File: config.mk
export PLATFORM = sky130hd
export DESIGN_NAME = irq_controller_flat
export DESIGN_NICKNAME = d
export VERILOG_FILES = /design/src/core/irq_pkg.sv /design/src/core/irq_link_if.sv /design/src/core/irq_priority_pick.sv /design/src/core/irq_controller.sv /design/src/flat_wrapper.sv
export VERILOG_INCLUDE_DIRS = /design/src /design/src/core
export SDC_FILE = /design/constraint.sdc
export NUM_CORES = 1
export LEC_CHECK = 0
export ABC_AREA = 1
export BUFFER_PORTS_ARGS = -buffer_cell sky130_fd_sc_hd__clkbuf_2
export CAP_MARGIN = 40
export CORE_MARGIN = 5
export CORE_UTILIZATION = 53
export DETAILED_ROUTE_END_ITERATION = 6
export HOLD_SLACK_MARGIN = 0.02
export PLACE_DENSITY = 0.77
export REMOVE_ABC_BUFFERS = 1
export SYNTH_ARGS = -nofsm -noshare
export SYNTH_HDL_FRONTEND = slang
export SYNTH_SLANG_ARGS = --single-unit
File: constraint.sdc
create_clock -name clock -period 11.32 [get_ports clock]
set_input_delay 2.264 -clock clock [delete_from_list [all_inputs] [get_ports clock]]
set_output_delay 2.264 -clock clock [all_outputs]
set_load 0.02 [all_outputs]
File: src/core/irq_map.svh
/*
 Constants of the prioritized interrupt controller: SFR addresses, field
 positions, write masks, reset values and machine-cycle timing.
 Assumes a host that includes it by bare name before use.
*/
// What this block does
// RQ1: Two priority bits give each source four levels
// RQ2: Only strictly higher level preempts running handler
// RQ3: Higher level wins among simultaneous requests
// RQ4: Equal level resolved by fixed polling order
// RQ5: Sample at fetch, poll in next fetch
// RQ6: No call while equal/higher level in progress
// RQ7: Call only at last cycle of instruction
// RQ8: Return or priority write defers one instruction
// RQ9: No call during program memory update
// RQ10: Refused requests are forgotten, resampled later
// RQ11: Higher request vectored during lower vectoring
// RQ12: Call pushes PC, not status word, then branches
// RQ13: Vectors from 0003H in steps of eight
// RQ14: Serial flags kept; external cleared if edge
// RQ15: Return clears in-progress marker, restores PC
// RQ16: Handlers must exit with interrupt return
// RQ17: Overflow flag set by hardware/software, software-cleared
// RQ18: Module flags set by hardware, software-cleared
// RQ19: Compare match sets flag only if enabled
// RQ20: Wake enables let configured sources leave power-down
// RQ21: Global enable gates all individual enables
// RQ22: Edge mode high-then-low; level mode low requests
// RQ23: One in-progress marker per priority level
`ifndef IRQ_MAP_SVH
`define IRQ_MAP_SVH

`define IRQ_NSRC 10
`define IRQ_SRC_W 4
`define IRQ_LVL_W 2
`define IRQ_LEVELS 4

`define IRQ_SFR_WAKE 8'h8F
`define IRQ_SFR_IE 8'hA8
`define IRQ_SFR_IE2 8'hAF
`define IRQ_SFR_IPH 8'hB7
`define IRQ_SFR_IP 8'hB8
`define IRQ_SFR_IP2 8'hB5
`define IRQ_SFR_SECOND_PRIORITY_HIGH 8'hB6
`define IRQ_SFR_PCA_CONTROL_FLAGS 8'hD8
`define IRQ_SFR_PCA_MODE_CONFIG 8'hD9
`define IRQ_SFR_PCA_MODULE0_MODE 8'hDA
`define IRQ_SFR_PCA_MODULE1_MODE 8'hDB

`define IRQ_GLOBAL_EN_BIT 7
`define IRQ_CF_BIT 7
`define IRQ_CR_BIT 6
`define IRQ_ECF_BIT 0
`define IRQ_ECCF_BIT 0
`define IRQ_MAT_BIT 3
`define IRQ_WAKE_PCA_BIT 7
`define IRQ_WAKE_LVD_BIT 3

`define IRQ_PCA_CONTROL_FLAGS_MASK 8'hC3
`define IRQ_PCA_MODE_CONFIG_MASK 8'h8F
`define IRQ_CCAPM_MASK 8'h7F
`define IRQ_WAKE_MASK 8'hFB
`define IRQ_REG_RESET 8'h00

`define IRQ_VEC_BASE 16'h0003
`define IRQ_CLK_PER_MC 12
`define IRQ_CALL_MC 2

`endif

File: src/core/irq_pkg.sv
/*
 Types shared by both ends of the interrupt link.
 Assumes the map header is compiled alongside.
*/
package irq_pkg;
    typedef logic [1:0] irq_level_t;
    typedef logic [3:0] irq_src_t;
    typedef enum logic [1:0] {CTL_IDLE = 2'b01, CTL_WAIT = 2'b10} ctl_state_t;
    typedef enum logic [1:0] {SEQ_RUN = 2'b01, SEQ_CALL = 2'b10} seq_state_t;
endpackage

File: src/core/irq_link_if.sv
/*
 Link between the interrupt controller and the CPU sequencer.
 Assumes one common clock; every signal is driven from a flip-flop.
*/
`timescale 1ns/1ns
`include "irq_map.svh"
interface irq_link_if;
    logic machine_tick;
    logic fetch_edge;
    logic poll_strobe;
    logic instr_last;
    logic return_from_irq_instr_exec;
    logic sfr_we;
    logic [7:0] sfr_addr;
    logic [7:0] sfr_wdata;
    logic [7:0] sfr_rdata;
    logic call_req;
    logic [15:0] call_vector;
    irq_pkg::irq_level_t call_level;
    logic call_ack;

    modport ctl (
        input machine_tick, fetch_edge, poll_strobe, instr_last, return_from_irq_instr_exec,
        input sfr_we, sfr_addr, sfr_wdata, call_ack,
        output sfr_rdata, call_req, call_vector, call_level
    );
    modport seq (
        output machine_tick, fetch_edge, poll_strobe, instr_last, return_from_irq_instr_exec,
        output sfr_we, sfr_addr, sfr_wdata, call_ack,
        input sfr_rdata, call_req, call_vector, call_level
    );
endinterface

File: src/core/irq_priority_pick.sv
/*
 Picks the pending source of highest level, lowest index within a level.
 Assumes purely combinational use inside the controller.
*/
`timescale 1ns/1ns
module irq_priority_pick #(
    parameter int N = 10
) (
    input wire logic [N-1:0] req,
    input wire logic [N-1:0] lvl_lo,
    input wire logic [N-1:0] lvl_hi,
    output logic any,
    output irq_pkg::irq_src_t idx,
    output irq_pkg::irq_level_t lvl
);
    if (N < 1 || N > 16) begin : g_chk
        $error("irq_priority_pick: N must be 1..16");
    end

    always_comb begin
        any = 1'b0;
        idx = '0;
        lvl = '0;
        // Descending scan with >= lets the lower index win a tie
        for (int i = N - 1; i >= 0; i--) begin
            if (req[i] && (!any || {lvl_hi[i], lvl_lo[i]} >= lvl)) begin // [RQ3] [RQ4]
                any = 1'b1;
                idx = 4'(i);
                lvl = {lvl_hi[i], lvl_lo[i]};
            end
        end
    end
endmodule

File: src/core/irq_controller.sv
/*
 Interrupt controller end: enables, priorities, sampling and polling,
 in-progress markers, PCA flags and modes, power-down wake enables.
 Assumes the sequencer end on the link and level flags from peripherals.
*/
`timescale 1ns/1ns
`include "irq_map.svh"
module irq_controller #(
    parameter int NSRC = `IRQ_NSRC
) (
    input wire logic clock,
    input wire logic rst,
    irq_link_if.ctl link,
    input wire logic ext0_pin_n,
    input wire logic ext1_pin_n,
    input wire logic ext0_edge_mode,
    input wire logic ext1_edge_mode,
    input wire logic timer0_overflow_flag,
    input wire logic timer1_overflow_flag,
    input wire logic serial_flag,
    input wire logic converter_flag,
    input wire logic low_voltage_flag,
    input wire logic serial2_flag,
    input wire logic spi_flag,
    input wire logic pca_rollover,
    input wire logic [1:0] pca_match,
    input wire logic [1:0] pca_capture,
    input wire logic program_memory_update,
    input wire logic power_down,
    input wire logic [4:0] wake_activity,
    output logic [1:0] ext_request_flag,
    output logic [1:0] timer_flag_clear,
    output logic counter_run,
    output logic [7:0] pca_mode_config,
    output logic [7:0] pca_module0_mode,
    output logic [7:0] pca_module1_mode,
    output logic [1:0] clock_out_enable,
    output logic wake_req
);
    if (NSRC != `IRQ_NSRC) begin : g_chk
        $error("irq_controller: source map is fixed at ten sources");
    end

    function automatic logic [2:0] top_active(input logic [3:0] act);
        top_active = 3'h0;
        for (int l = 0; l < `IRQ_LEVELS; l++) begin
            if (act[l]) begin
                top_active = {1'b1, 2'(l)};
            end
        end
    endfunction

    logic [7:0] ie_ff, ie2_ff, ipl_ff, iph_ff, ip2l_ff, second_priority_high_ff;
    logic [7:0] pca_control_flags_ff, pca_mode_config_ff, capm0_ff, capm1_ff, wake_ff, rdata_ff;
    logic [7:0] nxt_ie, nxt_ie2, nxt_ipl, nxt_iph, nxt_ip2l, nxt_second_priority_high;
    logic [7:0] nxt_pca_control_flags, nxt_pca_mode_config, nxt_capm0, nxt_capm1, nxt_wake, nxt_rdata;
    logic ctl_write;

    // SFR group
    always_comb begin
        nxt_ie = ie_ff;
        nxt_ie2 = ie2_ff;
        nxt_ipl = ipl_ff;
        nxt_iph = iph_ff;
        nxt_ip2l = ip2l_ff;
        nxt_second_priority_high = second_priority_high_ff;
        nxt_pca_control_flags = pca_control_flags_ff;
        nxt_pca_mode_config = pca_mode_config_ff;
        nxt_capm0 = capm0_ff;
        nxt_capm1 = capm1_ff;
        nxt_wake = wake_ff;
        ctl_write = 1'b0;
        if (link.sfr_we) begin
            unique case (link.sfr_addr)
                `IRQ_SFR_IE: begin nxt_ie = link.sfr_wdata; ctl_write = 1'b1; end
                `IRQ_SFR_IE2: begin nxt_ie2 = link.sfr_wdata; ctl_write = 1'b1; end
                `IRQ_SFR_IP: begin nxt_ipl = link.sfr_wdata; ctl_write = 1'b1; end // [RQ1]
                `IRQ_SFR_IPH: begin nxt_iph = link.sfr_wdata; ctl_write = 1'b1; end // [RQ1]
                `IRQ_SFR_IP2: begin nxt_ip2l = link.sfr_wdata; ctl_write = 1'b1; end
                `IRQ_SFR_SECOND_PRIORITY_HIGH: begin nxt_second_priority_high = link.sfr_wdata; ctl_write = 1'b1; end
                `IRQ_SFR_PCA_CONTROL_FLAGS: nxt_pca_control_flags = link.sfr_wdata & `IRQ_PCA_CONTROL_FLAGS_MASK; // [RQ17] [RQ18]
                `IRQ_SFR_PCA_MODE_CONFIG: nxt_pca_mode_config = link.sfr_wdata & `IRQ_PCA_MODE_CONFIG_MASK;
                `IRQ_SFR_PCA_MODULE0_MODE: nxt_capm0 = link.sfr_wdata & `IRQ_CCAPM_MASK;
                `IRQ_SFR_PCA_MODULE1_MODE: nxt_capm1 = link.sfr_wdata & `IRQ_CCAPM_MASK;
                `IRQ_SFR_WAKE: nxt_wake = link.sfr_wdata & `IRQ_WAKE_MASK; // [RQ20]
                default: ;
            endcase
        end
        // Hardware sets override a software clear in the same cycle
        if (pca_rollover) begin
            nxt_pca_control_flags[`IRQ_CF_BIT] = 1'b1; // [RQ17]
        end
        if (pca_capture[0] || (pca_match[0] && capm0_ff[`IRQ_MAT_BIT])) begin // [RQ19]
            nxt_pca_control_flags[0] = 1'b1; // [RQ18]
        end
        if (pca_capture[1] || (pca_match[1] && capm1_ff[`IRQ_MAT_BIT])) begin // [RQ19]
            nxt_pca_control_flags[1] = 1'b1; // [RQ18]
        end
        unique case (link.sfr_addr)
            `IRQ_SFR_IE: nxt_rdata = ie_ff;
            `IRQ_SFR_IE2: nxt_rdata = ie2_ff;
            `IRQ_SFR_IP: nxt_rdata = ipl_ff;
            `IRQ_SFR_IPH: nxt_rdata = iph_ff;
            `IRQ_SFR_IP2: nxt_rdata = ip2l_ff;
            `IRQ_SFR_SECOND_PRIORITY_HIGH: nxt_rdata = second_priority_high_ff;
            `IRQ_SFR_PCA_CONTROL_FLAGS: nxt_rdata = pca_control_flags_ff;
            `IRQ_SFR_PCA_MODE_CONFIG: nxt_rdata = pca_mode_config_ff;
            `IRQ_SFR_PCA_MODULE0_MODE: nxt_rdata = capm0_ff;
            `IRQ_SFR_PCA_MODULE1_MODE: nxt_rdata = capm1_ff;
            `IRQ_SFR_WAKE: nxt_rdata = wake_ff;
            default: nxt_rdata = 8'h00;
        endcase
    end

    always_ff @(posedge clock) begin
        if (rst) begin
            ie_ff <= `IRQ_REG_RESET;
            ie2_ff <= `IRQ_REG_RESET;
            ipl_ff <= `IRQ_REG_RESET;
            iph_ff <= `IRQ_REG_RESET;
            ip2l_ff <= `IRQ_REG_RESET;
            second_priority_high_ff <= `IRQ_REG_RESET;
            pca_control_flags_ff <= `IRQ_REG_RESET;
            pca_mode_config_ff <= `IRQ_REG_RESET;
            capm0_ff <= `IRQ_REG_RESET;
            capm1_ff <= `IRQ_REG_RESET;
            wake_ff <= `IRQ_REG_RESET;
            rdata_ff <= `IRQ_REG_RESET;
        end else begin
            ie_ff <= nxt_ie;
            ie2_ff <= nxt_ie2;
            ipl_ff <= nxt_ipl;
            iph_ff <= nxt_iph;
            ip2l_ff <= nxt_ip2l;
            second_priority_high_ff <= nxt_second_priority_high;
            pca_control_flags_ff <= nxt_pca_control_flags;
            pca_mode_config_ff <= nxt_pca_mode_config;
            capm0_ff <= nxt_capm0;
            capm1_ff <= nxt_capm1;
            wake_ff <= nxt_wake;
            rdata_ff <= nxt_rdata;
        end
    end

    logic pca_irq;
    logic [NSRC-1:0] enabled, req, lvl_lo, lvl_hi;
    logic pick_any;
    irq_pkg::irq_src_t pick_idx;
    irq_pkg::irq_level_t pick_lvl;

    assign pca_irq = (pca_control_flags_ff[`IRQ_CF_BIT] & pca_mode_config_ff[`IRQ_ECF_BIT])
        | (pca_control_flags_ff[0] & capm0_ff[`IRQ_ECCF_BIT])
        | (pca_control_flags_ff[1] & capm1_ff[`IRQ_ECCF_BIT]); // [RQ17] [RQ18]
    // PCA has no individual bit; its own enables gate it
    assign enabled = {ie2_ff[1:0], 1'b1, ie_ff[6:0]}
        & {NSRC{ie_ff[`IRQ_GLOBAL_EN_BIT]}}; // [RQ21]
    assign req = {spi_flag, serial2_flag, pca_irq, low_voltage_flag, converter_flag,
        serial_flag, timer1_overflow_flag, ext_request_flag[1],
        timer0_overflow_flag, ext_request_flag[0]};
    assign lvl_lo = {ip2l_ff[1:0], ipl_ff}; // [RQ1]
    assign lvl_hi = {second_priority_high_ff[1:0], iph_ff}; // [RQ1]

    logic [NSRC-1:0] samp_ff, nxt_samp;
    irq_priority_pick #(.N(NSRC)) u_pick (
        .req(samp_ff),
        .lvl_lo(lvl_lo),
        .lvl_hi(lvl_hi),
        .any(pick_any),
        .idx(pick_idx),
        .lvl(pick_lvl)
    );

    irq_pkg::ctl_state_t state_ff, nxt_state;
    logic [3:0] active_ff, nxt_active;
    logic defer_ff, nxt_defer, req_ff, nxt_req;
    logic [15:0] vec_ff, nxt_vec;
    irq_pkg::irq_level_t lvl_ff, nxt_lvl;
    irq_pkg::irq_src_t src_ff, nxt_src;
    logic [1:0] ext_prev_ff, nxt_ext_prev, ext_flag_ff, nxt_ext_flag;
    logic [1:0] tclr_ff, nxt_tclr;
    logic wake_req_ff, nxt_wake_req;
    logic [2:0] top;
    logic poll_now, allow;
    logic [1:0] pins, edge_mode, ack_ext;
    logic [4:0] wake_cfg;

    assign pins = {ext1_pin_n, ext0_pin_n};
    assign edge_mode = {ext1_edge_mode, ext0_edge_mode};

    // Polling, vectoring and in-progress group
    always_comb begin
        top = top_active(active_ff);
        poll_now = link.poll_strobe & link.instr_last; // [RQ7]
        allow = poll_now && pick_any && state_ff == irq_pkg::CTL_IDLE
            && !defer_ff && !ctl_write && !link.return_from_irq_instr_exec // [RQ8]
            && !program_memory_update // [RQ9]
            && (!top[2] || pick_lvl > top[1:0]); // [RQ2] [RQ6]
        // Fresh samples each fetch; a refused request leaves no trace
        nxt_samp = link.fetch_edge ? (req & enabled) : samp_ff; // [RQ5] [RQ10]
        nxt_state = state_ff;
        nxt_active = active_ff;
        nxt_req = req_ff;
        nxt_vec = vec_ff;
        nxt_lvl = lvl_ff;
        nxt_src = src_ff;
        nxt_tclr = 2'b00;
        ack_ext = 2'b00;
        nxt_defer = poll_now ? 1'b0 : defer_ff;
        if (ctl_write || link.return_from_irq_instr_exec) begin
            nxt_defer = 1'b1; // [RQ8]
        end
        if (link.return_from_irq_instr_exec && top[2]) begin
            nxt_active[top[1:0]] = 1'b0; // [RQ15] [RQ23]
        end
        unique case (state_ff)
            irq_pkg::CTL_IDLE: begin
                if (allow) begin
                    nxt_state = irq_pkg::CTL_WAIT;
                    nxt_req = 1'b1;
                    nxt_vec = `IRQ_VEC_BASE + {9'h000, pick_idx, 3'h0}; // [RQ13]
                    nxt_lvl = pick_lvl;
                    nxt_src = pick_idx;
                end
            end
            irq_pkg::CTL_WAIT: begin
                // Polling resumes after the call is taken, so a higher
                // request can still vector before the handler runs
                if (link.call_ack) begin // [RQ11] [RQ12]
                    nxt_state = irq_pkg::CTL_IDLE;
                    nxt_req = 1'b0;
                    nxt_active[lvl_ff] = 1'b1; // [RQ23]
                    nxt_tclr = {src_ff == 4'h3, src_ff == 4'h1};
                    ack_ext = {src_ff == 4'h2, src_ff == 4'h0} & edge_mode; // [RQ14]
                end
            end
        endcase
        nxt_ext_prev = link.machine_tick ? pins : ext_prev_ff;
        for (int e = 0; e < 2; e++) begin
            nxt_ext_flag[e] = ext_flag_ff[e] & ~ack_ext[e];
            if (!edge_mode[e]) begin
                nxt_ext_flag[e] = link.machine_tick ? ~pins[e] : ext_flag_ff[e]; // [RQ22]
            end else if (link.machine_tick && ext_prev_ff[e] && !pins[e]) begin
                nxt_ext_flag[e] = 1'b1; // [RQ22]
            end
        end
        wake_cfg = {enabled[7] & (pca_mode_config_ff[`IRQ_ECF_BIT] | capm0_ff[`IRQ_ECCF_BIT]
            | capm1_ff[`IRQ_ECCF_BIT]), enabled[4], enabled[3], enabled[1], enabled[6]};
        nxt_wake_req = power_down
            & |(wake_activity & wake_ff[`IRQ_WAKE_PCA_BIT:`IRQ_WAKE_LVD_BIT] & wake_cfg); // [RQ20]
    end

    always_ff @(posedge clock) begin
        if (rst) begin
            state_ff <= irq_pkg::CTL_IDLE;
            active_ff <= 4'h0;
            defer_ff <= 1'b0;
            req_ff <= 1'b0;
            vec_ff <= 16'h0000;
            lvl_ff <= 2'h0;
            src_ff <= 4'h0;
            samp_ff <= '0;
            ext_prev_ff <= 2'h3;
            ext_flag_ff <= 2'h0;
            tclr_ff <= 2'h0;
            wake_req_ff <= 1'b0;
        end else begin
            state_ff <= nxt_state;
            active_ff <= nxt_active;
            defer_ff <= nxt_defer;
            req_ff <= nxt_req;
            vec_ff <= nxt_vec;
            lvl_ff <= nxt_lvl;
            src_ff <= nxt_src;
            samp_ff <= nxt_samp;
            ext_prev_ff <= nxt_ext_prev;
            ext_flag_ff <= nxt_ext_flag;
            tclr_ff <= nxt_tclr;
            wake_req_ff <= nxt_wake_req;
        end
    end

    assign link.sfr_rdata = rdata_ff;
    assign link.call_req = req_ff;
    assign link.call_vector = vec_ff;
    assign link.call_level = lvl_ff;
    assign ext_request_flag = ext_flag_ff;
    assign timer_flag_clear = tclr_ff;
    assign counter_run = pca_control_flags_ff[`IRQ_CR_BIT];
    assign pca_mode_config = pca_mode_config_ff;
    assign pca_module0_mode = capm0_ff;
    assign pca_module1_mode = capm1_ff;
    assign clock_out_enable = wake_ff[1:0];
    assign wake_req = wake_req_ff;
endmodule

File: src/flat_wrapper.sv
// flat-port wrapper written by rule: the top's interface ports become plain ports
module irq_controller_flat 
#(
    parameter int NSRC = `IRQ_NSRC
)
  (clock, rst, ext0_pin_n, ext1_pin_n, ext0_edge_mode, ext1_edge_mode, timer0_overflow_flag, timer1_overflow_flag, serial_flag, converter_flag, low_voltage_flag, serial2_flag, spi_flag, pca_rollover, pca_match, pca_capture, program_memory_update, power_down, wake_activity, ext_request_flag, timer_flag_clear, counter_run, pca_mode_config, pca_module0_mode, pca_module1_mode, clock_out_enable, wake_req, link_machine_tick, link_fetch_edge, link_poll_strobe, link_instr_last, link_return_from_irq_instr_exec, link_sfr_we, link_sfr_addr, link_sfr_wdata, link_call_ack, link_sfr_rdata, link_call_req, link_call_vector, link_call_level);
  irq_link_if link_i ();
  input wire logic clock;
  input wire logic rst;
  input wire logic ext0_pin_n;
  input wire logic ext1_pin_n;
  input wire logic ext0_edge_mode;
  input wire logic ext1_edge_mode;
  input wire logic timer0_overflow_flag;
  input wire logic timer1_overflow_flag;
  input wire logic serial_flag;
  input wire logic converter_flag;
  input wire logic low_voltage_flag;
  input wire logic serial2_flag;
  input wire logic spi_flag;
  input wire logic pca_rollover;
  input wire logic [1:0] pca_match;
  input wire logic [1:0] pca_capture;
  input wire logic program_memory_update;
  input wire logic power_down;
  input wire logic [4:0] wake_activity;
  output logic [1:0] ext_request_flag;
  output logic [1:0] timer_flag_clear;
  output logic counter_run;
  output logic [7:0] pca_mode_config;
  output logic [7:0] pca_module0_mode;
  output logic [7:0] pca_module1_mode;
  output logic [1:0] clock_out_enable;
  output logic wake_req;
  input wire logic [$bits(link_i.machine_tick)-1:0] link_machine_tick;
  input wire logic [$bits(link_i.fetch_edge)-1:0] link_fetch_edge;
  input wire logic [$bits(link_i.poll_strobe)-1:0] link_poll_strobe;
  input wire logic [$bits(link_i.instr_last)-1:0] link_instr_last;
  input wire logic [$bits(link_i.return_from_irq_instr_exec)-1:0] link_return_from_irq_instr_exec;
  input wire logic [$bits(link_i.sfr_we)-1:0] link_sfr_we;
  input wire logic [$bits(link_i.sfr_addr)-1:0] link_sfr_addr;
  input wire logic [$bits(link_i.sfr_wdata)-1:0] link_sfr_wdata;
  input wire logic [$bits(link_i.call_ack)-1:0] link_call_ack;
  output wire logic [$bits(link_i.sfr_rdata)-1:0] link_sfr_rdata;
  output wire logic [$bits(link_i.call_req)-1:0] link_call_req;
  output wire logic [$bits(link_i.call_vector)-1:0] link_call_vector;
  output wire logic [$bits(link_i.call_level)-1:0] link_call_level;
  assign link_i.machine_tick = link_machine_tick;
  assign link_i.fetch_edge = link_fetch_edge;
  assign link_i.poll_strobe = link_poll_strobe;
  assign link_i.instr_last = link_instr_last;
  assign link_i.return_from_irq_instr_exec = link_return_from_irq_instr_exec;
  assign link_i.sfr_we = link_sfr_we;
  assign link_i.sfr_addr = link_sfr_addr;
  assign link_i.sfr_wdata = link_sfr_wdata;
  assign link_i.call_ack = link_call_ack;
  assign link_sfr_rdata = link_i.sfr_rdata;
  assign link_call_req = link_i.call_req;
  assign link_call_vector = link_i.call_vector;
  assign link_call_level = link_i.call_level;
  irq_controller #(.NSRC(NSRC)) u_core (.clock(clock), .rst(rst), .link(link_i), .ext0_pin_n(ext0_pin_n), .ext1_pin_n(ext1_pin_n), .ext0_edge_mode(ext0_edge_mode), .ext1_edge_mode(ext1_edge_mode), .timer0_overflow_flag(timer0_overflow_flag), .timer1_overflow_flag(timer1_overflow_flag), .serial_flag(serial_flag), .converter_flag(converter_flag), .low_voltage_flag(low_voltage_flag), .serial2_flag(serial2_flag), .spi_flag(spi_flag), .pca_rollover(pca_rollover), .pca_match(pca_match), .pca_capture(pca_capture), .program_memory_update(program_memory_update), .power_down(power_down), .wake_activity(wake_activity), .ext_request_flag(ext_request_flag), .timer_flag_clear(timer_flag_clear), .counter_run(counter_run), .pca_mode_config(pca_mode_config), .pca_module0_mode(pca_module0_mode), .pca_module1_mode(pca_module1_mode), .clock_out_enable(clock_out_enable), .wake_req(wake_req));
endmodule
# Yosys cells after proc, flatten, opt, wreduce, memory -nomap -nowiden
# Cells that the tools add are included.
[word_totals]
reg_bits = 133
latch_bits = 0
mem_bits_rw = 0
mem_bits_ro = 0
input_bits = 48
output_inout_bits = 59
wordCells = 235
n_memories = 0
[op_classes]
n_addsub = 1
multipliers = 0
n_div = 0
order_cmp = 14
n_eq_ne = 18
shifts = 0
muxes = 65
n_bitwise = 26
reduce_logical = 83
[ops]
columns = ["cell", "n"]
rows = [
  ["8-bit equality test (second input constant)", 11],
  ["8-bit case mux with 11 select lines", 1],
  ["4-bit two-way mux", 13],
  ["2-bit AND reduction", 16],
  ["2-bit two-way mux", 14],
  ["1-bit two-way mux", 27],
  ["1-bit logical AND", 25],
  ["10-bit AND", 2],
  ["2-bit greater-or-equal comparator", 9],
  ["2-bit nonzero test", 9],
  ["1-bit zero test", 16],
  ["8-bit two-way mux", 2],
  ["1-bit logical OR", 13],
  ["3-bit two-way mux", 4],
  ["5-bit AND", 2],
  ["2-bit by 7-bit adder with 8-bit output (first input constant)", 1],
  ["1-bit AND", 8],
  ["4-bit by 2-bit equality test with 1-bit output (second input constant)", 2],
  ["2-bit by 3-bit less-than comparator with 1-bit output (second input constant)", 2],
  ["1-bit NOT", 6],
  ["6-bit OR reduction", 1],
  ["5-bit OR reduction", 1],
  ["4-bit AND", 1],
  ["1-bit demux with 2-bit select", 2],
  ["other kinds (15)", 19],
]

# Logic depth before layout (Yosys ltp)
# Gate-level depths: netlist of the first run.
[logic_depth]
ltp_word = 46
ltp_mapped = 82
ltp_nobuf = 82

# By module
# A second synthesis of the first run with hierarchy kept.
[hier_totals]
hier_cells = 893
hier_area_um2 = 6299.8
[by_module_without_submodules]
columns = ["mod", "n_inst", "cells_per_inst", "area_each_um2", "seq_area_each_um2"]
rows = [
  ["irq_controller", 1, 730, 5345.1, 2342.2],
  ["irq_priority_pick", 1, 163, 954.7, 0.0],
]

# Least setup slack after synthesis of the first run
# OpenSTA, ideal clock, no wires.
[synth_timing]
path_type = "register to register"
from = "register u_core.samp_ff[9]"
to = "register u_core.src_ff[1]"
setup_time_ns = 0.070
arrival_time_ns = 8.948
slack_ns = 2.301
path_stages_with_launch = 77
path_buffers = 0
cell_sequence = "dfxtp_1 nand2_1 inv_1 ha_1 inv_1 nand2_1 nand2_1 nand2_1 nand2_2 nand2_1 and2_1 ha_1 o21ai_1 nand2_1 nand2_1 nand2_1 o21ai_2 ha_1 [41 not listed] ha_1 o21ai_0 nand3b_1 nand2_2 inv_1 nand2_1 nand2_1 ha_1 inv_1 nor2_1 o21ai_0 o21ai_0 nand4_1 nor3_2 inv_2 nor2_1 o311ai_1 a21oi_1"
[synth_lines]
columns = ["element", "line_no", "rtl"]
rows = [
  ["start: declaration", "irq_controller.sv:163", "logic [NSRC-1:0] samp_ff, nxt_samp;"],
  ["start signal: assignment", "irq_controller.sv:274", "samp_ff <= nxt_samp;"],
  ["2-bit two-way mux / 1-bit two-way mux (equally long branches)", "irq_priority_pick.sv:26", "if (req[i] && (!any || {lvl_hi[i], lvl_lo[i]} >= lvl)) begin"],
  ["2-bit greater-or-equal comparator / 1-bit zero test (equally long branches)", "irq_priority_pick.sv:26", ""],
  ["1-bit logical OR", "irq_priority_pick.sv:26", ""],
  ["1-bit logical AND", "irq_priority_pick.sv:26", ""],
  ["2-bit two-way mux / 1-bit two-way mux (equally long branches)", "irq_priority_pick.sv:26", ""],
  ["2-bit greater-or-equal comparator / 1-bit zero test (equally long branches)", "irq_priority_pick.sv:26", ""],
  ["1-bit logical OR", "irq_priority_pick.sv:26", ""],
  ["1-bit logical AND", "irq_priority_pick.sv:26", ""],
  ["[26 not listed]", "--", ""],
  ["1-bit logical OR", "irq_priority_pick.sv:26", ""],
  ["1-bit logical AND", "irq_priority_pick.sv:26", ""],
  ["2-bit two-way mux (*)", "irq_priority_pick.sv:26", ""],
  ["via u_core.pick_lvl[1]", "irq_controller.sv:149", "irq_pkg::irq_level_t pick_lvl;"],
  ["2-bit > comparator (*)", "irq_controller.sv:197", "&& (!top[2] || pick_lvl > top[1:0]);"],
  ["1-bit logical OR (*)", "irq_controller.sv:197", ""],
  ["1-bit logical AND (*)", "irq_controller.sv:197", ""],
  ["2-bit AND reduction (no source line) (*)", "--", ""],
  ["end signal: assignment", "irq_controller.sv:273", "src_ff <= nxt_src;"],
  ["end: declaration", "irq_controller.sv:178", "irq_pkg::irq_src_t src_ff, nxt_src;"],
]
# The timed path passes the listed nets; every way through them passes the cells marked *.
# A chain may end at the register's enable or synchronous reset.

# Worst setup path after layout of the first run
# Ends and elaborated chain as after synthesis.

==> flow_summary.json, run 1 <==
{
  "endpoint_kind": "flop",
  "slowest_delay_ns": 0.43,
  "syn_inst": 819,
  "startpoint_type": "flop",
  "power.total_w": 0.0009734,
  "ant_nets": 0,
  "ys_seq_area_share_pct": 39.76,
  "cpMaxStageDelayCell": "dfxtp_1",
  "initial_utilization_pct": 54.10,
  "maxCapViolations": 0,
  "p_sw_w": 0.0002425,
  "dieWidth_um": 115.4,
  "p_leak_nw": 2.942,
  "rows": 38,
  "worstMarginPinSlew_ns": 0.9190,
  "clk_pin_slew_worst_paths_ns": 0.06,
  "peakVddDrop_uv": 80.40,
  "p_int_w": 0.0007309,
  "final_cells": 1051,
  "setup_viol": 0,
  "comb_power_share_pct": 4.9,
  "die_h_um": 115.4,
  "cts_buffer_depth": 2,
  "maxSlewHeadroom_pct": 38.26,
  "critPathArrivalTime_ns": 10.61,
  "synthTopCellsByCount": "127 x inv_1, 117 x dfxtp_1, 110 x a21oi_1, 98 x nand2_1, 80 x o21ai_0",
  "synth_seq_cells": 117,
  "cts_tree": "done",
  "ys_warn_count": 0,
  "crit_type": "reg2reg",
  "synth.most_common_cell": "inv_1",
  "seq_power_share_pct": 42.9,
  "grt_start_max_net_pins": 55,
  "grt_pass1_wl_um": 28130,
  "drive_gt1_share_pct": 18.00,
  "vias": 5790,
  "synth.cell_area_um2": 5891,
  "via_per_inst": 5.509,
  "wl_um": 16810,
  "numClockSinks": 117,
  "synth_top_area_share_pct": 39.76,
  "fin_crit_ns": 10.17,
  "postSynth.asyncResetShare_pct": 0,
  "nets": 963,
  "antenna_found_initial": 0,
  "clockRootBuffer": "clkbuf_8",
  "setup_ws_ns": 1.147,
  "grt_overflow_total": 0,
  "outcome": "completed",
  "crit_fanout": 8,
  "antennaDiodeCount": 0,
  "synth_area_leader_cell": "dfxtp_1",
  "crit_top_cell": "nand2_1",
  "synth_cell_types": 41,
  "r2r_setup_slack_ns": 1.15,
  "final.setup.tns_ns": 0,
  "htree_levels": 4,
  "placed_area_um2": 6345,
  "cts_buffers": 17,
  "hpwl_um": 12200,
  "ys.flop_type": "dfxtp_1",
  "ys_top_cells_by_area": "dfxtp_1 40%, a21oi_1 9.3%, inv_1 8.1%",
  "finalCritPeriodShare_pct": 89.87,
  "gp_congestion": 0.9523,
  "regArea_um2": 2342,
  "r2r-start": "u_core.samp_ff[9]",
  "multi_input_area_um2": 2858,
  "powerDensity_nw_per_um2": 140.6,
  "maxSlewViolCount": 0,
  "design_area_um2": 6922,
  "cts_setup_buffers": 0,
  "drtIter0Drc": 410,
  "rsz0062_at_grt": "false",
  "fillerInstances": 967,
  "dp_slack_ns": 1.306,
  "io_buffers": 91,
  "switching_share_pct": 24.91,
  "crit_start": "u_core.samp_ff[9]",
  "ios": 107,
  "clock.fmax_mhz": 98.30,
  "hold_path.class": "reg2reg",
  "final_hold_viol_count": 0,
  "synth_edf_count": 0,
  "dp_cells": 1019,
  "routedWlPerCell_um": 16.00,
  "fp.coreArea_um2": 10890,
  "cp.required_ns": 11.76,
  "drc_errors": 0,
  "clock_skew_ns": 0.01194,
  "track_usage_pct": 26.59,
  "grt_pass1_vias": 5626,
  "syn2layout_area_growth_pct": 17.50,
  "first_pass_iters": 5,
  "pwr-share-clk_pct": 52.2,
  "syn_area_per_cell_um2": 7.192,
  "hold_start": "u_core.second_priority_high_ff[4]",
  "die_area_um2": 13320,
  "clk_latency_ns": 0.52
}
==> cell usage in the layout (no fill, tap or decap), types with 5 or more instances in the layout <==
cell type,Yosys,final
nand4_1,10,10
inv_6,0,6
conb_1,1,15
nand3_1,52,52
nand2_2,11,11
nor2_1,50,49
nor3_1,6,6
nand2_4,5,5
o21ai_0,80,80
ha_1,17,17
and2_1,5,5
nand2_1,98,98
clkbuf_16,0,16
a32oi_1,9,9
nand3_2,6,6
dfxtp_1,117,117
inv_1,127,127
clkbuf_2,0,91
a21oi_1,110,110
o21ai_1,6,6
o22ai_1,21,21
==> layer usage <==
layer	wire length (µm)	vias to the layer above	global-route usage, %
li1	-	2878	-
met1	7181	2619	34.85
met2	7622	244	42.28
met3	1350	49	6.684
met4	658	0	10.33
met5	0	-	0
==> power by group through the flow <==
stage | Clock [W] | Combinational (W) | Sequential (W)
5_1_grt | 0.000538 | 0.0000529 | 0.000418
3_3_place_gp | 0 | 0.0000459 | 0.000426
4_1_cts | 0.000514 | 0.0000464 | 0.000417
2_1_floorplan | 0 | 0.0000207 | 0.000427
3_5_place_dp | 0 | 0.0000462 | 0.000426
6_report | 0.000509 | 0.0000473 | 0.000417
==> what timing repair did <==
action	in CTS	in global routing
resized for setup	0	2
hold buffers	0	0
setup endpoints to repair	0	3
==> critical path: cells and delay by family (launching register included) <==
family          cells  cell delay [ns]
simple gates       37             3.99
fa+ha+maj          10             2.70
compound gates     19             2.39
buf+inv             8             0.57
flops               1             0.43
==> layout make-up <==
class                   count  share of cell area (%)
multi-input cells         534                   41.29
clock buffers              18                   6.182
well taps                 140                   2.531
flip-flops and latches    117                   33.84
repair buffers             94                   6.851
inverters                 134                   7.285
clock inverters            14                   2.025
==> sequential cells by signal, indices dropped and copies added (netlist names), 4 cells and up <==
signal / flops
u_core.ie_ff: 8
u_core.pca_mode_config: 5
u_core.ipl_ff: 8
u_core.src_ff: 4
u_core.pca_module0_mode: 7
u_core.pca_control_flags_ff: 4
u_core.pca_module1_mode: 7
u_core.samp_ff: 10
u_core.ip2l_ff: 8
u_core.ie2_ff: 8
u_core.second_priority_high_ff: 8
u_core.link.sfr_rdata: 8
u_core.wake_ff: 7
u_core.iph_ff: 8
u_core.active_ff: 4
==> through the flow <==
stage / util, % / hold WS [ns]
finish: 63.57 / 0.4465
global route: 63.57 / 0.4647
CTS: 63.49 / 0.4467
detailed placement: 58.27 / 0.4369
global placement: 58.24 / 0.4340
floorplan: - / 0.4256
==> cells by family after synthesis <==
family	after synthesis	share of synthesized area [%]
compound gates	246	22.92
fa+ha+maj	17	3.611
buf+inv	182	12.77
flops	117	39.76
other cells	1	0.06366
simple gates	256	20.88
==> worst paths after layout <==
check                                           end  depth (start not counted)
setup / recovery                   u_core.src_ff[1]                         74
hold / removal    u_core.second_priority_high_ff[4]                          2
setup reg to reg                   u_core.src_ff[1]                         74
hold reg to reg   u_core.second_priority_high_ff[4]                          2
No activity file was read; power rests on OpenSTA's default activity.
==> inputs of run 2 (changes only) <==
--- a/config.mk
+++ b/config.mk
@@ -17,4 +17,5 @@
 export REMOVE_ABC_BUFFERS = 1
 export SYNTH_ARGS = -nofsm -noshare
 export SYNTH_HDL_FRONTEND = slang
+export SYNTH_HIERARCHICAL = 1
 export SYNTH_SLANG_ARGS = --single-unit
==> run 2 against run 1 <==
  * Power increased by 6.5%
  * Routed wire length increased by 3.3%
  * Die area increased by 6.3%
  * Cell count increased by 7.1%
  * Combinational power increased by 7.2%
  * Register-to-register slack improved by 0.21 ns
  * Synthesized cell count increased by 9.0%
  * Core utilization increased by 0.29 points
  * Critical endpoint is now u_core/src_ff[2]
  * Non-clock buffer count increased by 1
==> flow_summary.json, run 2 <==
{
  "outcome": "completed",
  "synth.most_common_cell": "nand2_1",
  "die_area_um2": 14170,
  "regMostFlops": "u_core/samp_ff",
  "track_usage_pct": 24.50,
  "synth_top_family_by_area": "simple AND/OR/NAND/NOR gates",
  "switching_share_pct": 22.86,
  "synth_seq_cells": 117,
  "synth_cell_types": 48,
  "clock_skew_ns": 0.009795,
  "startpoint_type": "flop",
  "maxSlewViolCount": 0,
  "final_cell_mix": "163 x nand2_1, 135 x inv_1, 117 x dfxtp_1",
  "finalCritPeriodShare_pct": 88.01,
  "wl_um": 17370,
  "syn2layout_area_growth_pct": 16.74,
  "clk_pin_slew_worst_paths_ns": 0.05,
  "syn_area_per_cell_um2": 7.055,
  "drive_gt1_share_pct": 18.51,
  "ys.flop_type": "dfxtp_1",
  "p_leak_nw": 3.258,
  "ys_seq_area_share_pct": 37.18,
  "comb_power_share_pct": 4.9,
  "antennaDiodeCount": 0,
  "met2_usage_pct": 40.06,
  "final_hold_viol_count": 0,
  "routedWlPerCell_um": 15.42,
  "syn_inst": 893,
  "ios": 107,
  "synth_simple_gate_area_share_pct": 27.23,
  "final.setup.tns_ns": 0,
  "slowest_delay_ns": 0.45,
  "ctsHoldBuffers": 0,
  "rsz0062_at_grt": "false",
  "hold_path.class": "reg2reg",
  "die_h_um": 119.0,
  "cts_buffer_depth": 2,
  "synth_area_leader_cell": "dfxtp_1",
  "peakVddDrop_uv": 107.4,
  "postSynth.asyncResetShare_pct": 0,
  "use_met3_pct": 6.398,
  "maxCapViolations": 0,
  "dp_cells": 1093,
  "synth_fa_ha_area_share_pct": 3.774,
  "cpMaxStageDelayCell": "dfxtp_1",
  "grt_overflow_total": 0,
  "antenna_found_initial": 0,
  "synth_top_area_share_pct": 37.18,
  "synth_compound_area_share_pct": 18.19,
  "cp.required_ns": 11.63,
  "clockRootBuffer": "clkbuf_16",
  "placed_area_um2": 6713,
  "critPathArrivalTime_ns": 10.27,
  "synth_edf_count": 0,
  "synth.cell_area_um2": 6300,
  "grt_pass1_wl_um": 28170,
  "drtIter0Drc": 671,
  "use_met1_pct": 30.78,
  "grt_start_max_net_pins": 56,
  "fin_crit_ns": 9.963,
  "final_cells": 1126,
  "gr-max-usage-layer": "met2",
  "powerDensity_nw_per_um2": 140.9,
  "seq_power_share_pct": 40.2,
  "final_common_cell": "nand2_1",
  "crit_type": "reg2reg",
  "p_sw_w": 0.0002369,
  "synthTopCellsByCount": "163 x nand2_1, 135 x inv_1, 117 x dfxtp_1, 99 x a21oi_1, 62 x o21ai_0",
  "cts_buffers": 17,
  "htree_levels": 4,
  "gp_congestion": 0.9115,
  "vias": 6159,
  "synth_xor_area_share_pct": 0,
  "setup_viol": 0,
  "largest_register_ffs": 10,
  "ys_top_cells_by_area": "dfxtp_1 37%, nand2_1 9.7%, inv_1 8.0%",
  "io_buffers": 91,
  "p_int_w": 0.0007996,
  "endpoint_kind": "flop",
  "pwr-share-clk_pct": 54.9,
  "maxSlewHeadroom_pct": 43.55,
  "clk_latency_ns": 0.42,
  "synthMuxAreaShare_pct": 0,
  "ys_warn_count": 6,
  "clock.fmax_mhz": 100.4,
  "via_per_inst": 5.470,
  "ant_nets": 0,
  "initial_utilization_pct": 54.70,
  "utilization_pct": 63.86,
  "whs_ns": 0.4503,
  "crit_top_cell": "nand2_1",
  "hpwl_um": 12350,
  "first_pass_iters": 6,
  "numClockSinks": 117,
  "dieWidth_um": 119.0,
  "design_area_um2": 7355,
  "grt_pass1_vias": 5807,
  "nets": 1037,
  "cts_tree": "done",
  "crit_fanout": 6,
  "rows": 39,
  "drc_errors": 0,
  "worstMarginPinSlew_ns": 0.8467,
  "fp.coreArea_um2": 11520
}
## run 2: cell count changes after synthesis, moves of 5 or more
cell,previous run,this run
a21oi_1,110,99
buf_2,0,6
nand2_1,98,163
nor2_1,50,56
o221ai_1,0,5
o21ai_0,80,62
clkbuf_1,29,21
inv_1,127,135
nor2_4,0,6
nand3_1,52,60
## run 2: worst paths after layout
kind | start | endpoint | slack, ns | cells past startpoint
worst min-delay path | u_core/second_priority_high_ff[3] | u_core/second_priority_high_ff[3] | 0.45 | 2
worst max-delay path | u_core/samp_ff[9] | u_core/src_ff[2] | 1.36 | 73
worst min register to register | u_core/second_priority_high_ff[3] | u_core/second_priority_high_ff[3] | 0.45 | 2
worst max register to register | u_core/samp_ff[9] | u_core/src_ff[2] | 1.36 | 73
## run 2: cell type report
| cell class | instances | area (µm²) |
|---|---|---|
| flip-flops and latches | 117 | 2342 |
| clock buffers | 18 | 429.2 |
| well taps | 143 | 178.9 |
| inverters | 148 | 558.0 |
| fillers | 1058 | 4161 |
| multi-input cells | 591 | 3159 |
| repair buffers | 95 | 485.5 |
| clock inverters | 14 | 201.4 |
## run 2: power groups by stage
stage	Clock, W	Combinational (W)	Sequential, W
after global routing	0.000595	0.0000558	0.000417
after global placement	0	0.0000494	0.000426
after CTS	0.000574	0.0000501	0.000417
after floorplan	0	0.0000229	0.000427
after detailed placement	0	0.0000498	0.000426
final	0.000569	0.0000507	0.000417
## run 2: timing repair
action | in CTS | in global routing
resized for setup | 0 | 1
buffers inserted | 0 | 1
setup endpoints to repair | 0 | 9
## run 2: layer usage
metal	up-vias	routed length (µm)
li1	3040	-
met1	2812	7408
met2	264	8016
met3	43	1472
met4	0	469
met5	-	0
## run 2: cells by family after synthesis
kind of cell,after synthesis
DFF,117
other,1
and+or+nand+nor,351
adders and majority gates,19
buffers and inverters,199
AOI/OAI and AO/OA,206
## run 2: worst max-delay path, delay by kind of cell (launching register included)
family | cells | cell delay, ns
flip-flops | 1 | 0.45
adder cells (fa/ha/maj) | 10 | 2.64
AO/OA/AOI/OAI | 12 | 1.73
AND/OR/NAND/NOR | 41 | 4.24
buffers and inverters | 10 | 0.80
## run 2: per-stage QoR
stage	setup slack [ns]	power (W)
3_5_place_dp	1.371	0.0004755
4_1_cts	1.272	0.001040
5_1_grt	0.01769	0.001067
3_3_place_gp	1.730	0.0004750
2_1_floorplan	2.301	0.0004494
6_report	1.357	0.001037
==> inputs of run 3 (changes only) <==
--- a/config.mk
+++ b/config.mk
@@ -10,10 +10,10 @@
 export BUFFER_PORTS_ARGS = -buffer_cell sky130_fd_sc_hd__clkbuf_2
 export CAP_MARGIN = 40
 export CORE_MARGIN = 5
-export CORE_UTILIZATION = 53
+export CORE_UTILIZATION = 57
 export DETAILED_ROUTE_END_ITERATION = 6
 export HOLD_SLACK_MARGIN = 0.02
-export PLACE_DENSITY = 0.77
+export PLACE_DENSITY = 0.82
 export REMOVE_ABC_BUFFERS = 1
 export SYNTH_ARGS = -nofsm -noshare
 export SYNTH_HDL_FRONTEND = slang
==> run 3 against run 2 <==
  * Sequential power about the same
  * First-iteration DRC count down 3.4%
  * Via count up 0.62%
  * Power down 3.4%
  * Largest cell class unchanged
  * Cell count down 0.44%
  * Setup slack worse by 0.16 ns
  * Die area down 6.4%
  * Sequential share of layout area up 0.24 points
  * Core utilization up 3.5 points
  * Worst hold slack better by 0.014 ns
  * Critical path type unchanged
==> flow_summary.json, run 3 (same netlist as run 2, synthesis figures left out) <==
{
  "clock_skew_ns": 0.01425,
  "rsz0062_at_grt": "false",
  "crit_type": "reg2reg",
  "powerDensity_nw_per_um2": 137.2,
  "setup_viol": 0,
  "final.setup.tns_ns": 0,
  "clk_latency_ns": 0.52,
  "maxCapViolations": 0,
  "grt_pass1_vias": 5961,
  "wl_um": 17470,
  "final_cell_mix": "163 x nand2_1, 135 x inv_1, 117 x dfxtp_1",
  "maxSlewHeadroom_pct": 47.49,
  "peakVddDrop_uv": 110.7,
  "clock.fmax_mhz": 98.76,
  "regMostFlops": "u_core/samp_ff",
  "io_buffers": 91,
  "finalCritPeriodShare_pct": 89.45,
  "cts_tree": "done",
  "maxSlewViolCount": 0,
  "clockRootBuffer": "clkbuf_8",
  "antennaDiodeCount": 0,
  "startpoint_type": "flop",
  "htree_levels": 4,
  "crit_top_cell": "nand2_1",
  "syn2layout_area_growth_pct": 15.87,
  "drc_errors": 0,
  "initial_utilization_pct": 58.11,
  "slowest_delay_ns": 0.50,
  "fp.coreArea_um2": 10840,
  "rows": 38,
  "endpoint_kind": "flop",
  "cpMaxStageDelayCell": "a21oi_1",
  "drtIter0Drc": 648,
  "dieWidth_um": 115.1,
  "final_common_cell": "nand2_1",
  "vias": 6197,
  "routedWlPerCell_um": 15.58,
  "antenna_found_initial": 0,
  "cts_buffer_depth": 2,
  "power.total_w": 0.001002,
  "nets": 1036,
  "drive_gt1_share_pct": 18.04,
  "numClockSinks": 117,
  "cts_setup_buffers": 0,
  "worstMarginPinSlew_ns": 0.7877,
  "whs_ns": 0.4646,
  "clk_pin_slew_worst_paths_ns": 0.05,
  "first_pass_iters": 6,
  "ios": 107,
  "track_usage_pct": 26.85,
  "via_per_inst": 5.528,
  "outcome": "completed",
  "ant_nets": 0,
  "die_h_um": 115.1,
  "gp_congestion": 0.9244,
  "grt_overflow_total": 0,
  "critPathArrivalTime_ns": 10.54,
  "cp.required_ns": 11.73,
  "crit_fanout": 8,
  "ctsHoldBuffers": 0,
  "final_hold_viol_count": 0,
  "die_area_um2": 13250,
  "grt_pass1_wl_um": 28060,
  "grt_start_max_net_pins": 62,
  "fin_crit_ns": 10.13,
  "p_leak_nw": 3.231,
  "hold_path.class": "reg2reg",
  "cts_buffers": 17,
  "hpwl_um": 12430,
  "largest_register_ffs": 10,
  "ctsResizeCount": 0
}
## run 3: cell types whose count changed in the layout (fill, tap and decap cells not counted), sizes merged
cell | previous run | this run
bufinv | 4 | 3
buf | 4 | 3
clkinv | 12 | 9
clkinvlp | 1 | 2
inv | 145 | 142
clkbuf | 109 | 114
## run 3: area by class of cell
type | instances | area (µm²)
clock buffer | 23 | 466.7
timing repair buffer | 94 | 478.0
clock inverter | 8 | 123.9
inverter | 148 | 558.0
multi-input combinational | 591 | 3156
tap | 140 | 175.2
sequential | 117 | 2342
fill | 905 | 3541
## run 3: worst paths after layout
check | from | end | slack [ns] | cells past startpoint
worst max-delay path | u_core/samp_ff[9] | u_core/state_ff[0] | 1.19 | 74
worst min-delay path | u_core/ie2_ff[7] | u_core/ie2_ff[7] | 0.46 | 2
worst max register to register | u_core/samp_ff[9] | u_core/state_ff[0] | 1.19 | 74
worst min register to register | u_core/ie2_ff[7] | u_core/ie2_ff[7] | 0.46 | 2
## run 3: report_power, final
part / leakage, nW / internal (W) / switching, W
Combinational: 2.00 / 0.0000134 / 0.0000376
Sequential: 0.945 / 0.000415 / 0.00000175
Clock: 0.284 / 0.000351 / 0.000183
## run 3: worst max-delay path: cells and delay by family, from the launching register on
kind / cells / cell delay, ns
compound gates: 13 / 2.19
fa+ha+maj: 10 / 2.60
buf+inv: 12 / 0.81
flops: 1 / 0.44
simple gates: 39 / 3.95
## run 3: through the flow
step,cell area [µm²],util [%],std cells,setup slack (ns)
after global routing,7300,67.34,1121,0.1137
after CTS,7300,67.34,1121,1.332
after floorplan,6056,-,856,2.301
final,7300,67.34,1121,1.194
after global placement,6709,61.89,1090,1.756
after detailed placement,6709,61.89,1090,1.420
## run 3: routing by layer
metal  GRT usage [%]  wire length, µm  up-vias
li1                -                -     3047
met1           33.54             7143     2782
met2           44.14             8245      325
met3           6.579             1603       43
met4           11.58              473        0
met5               0                0        -
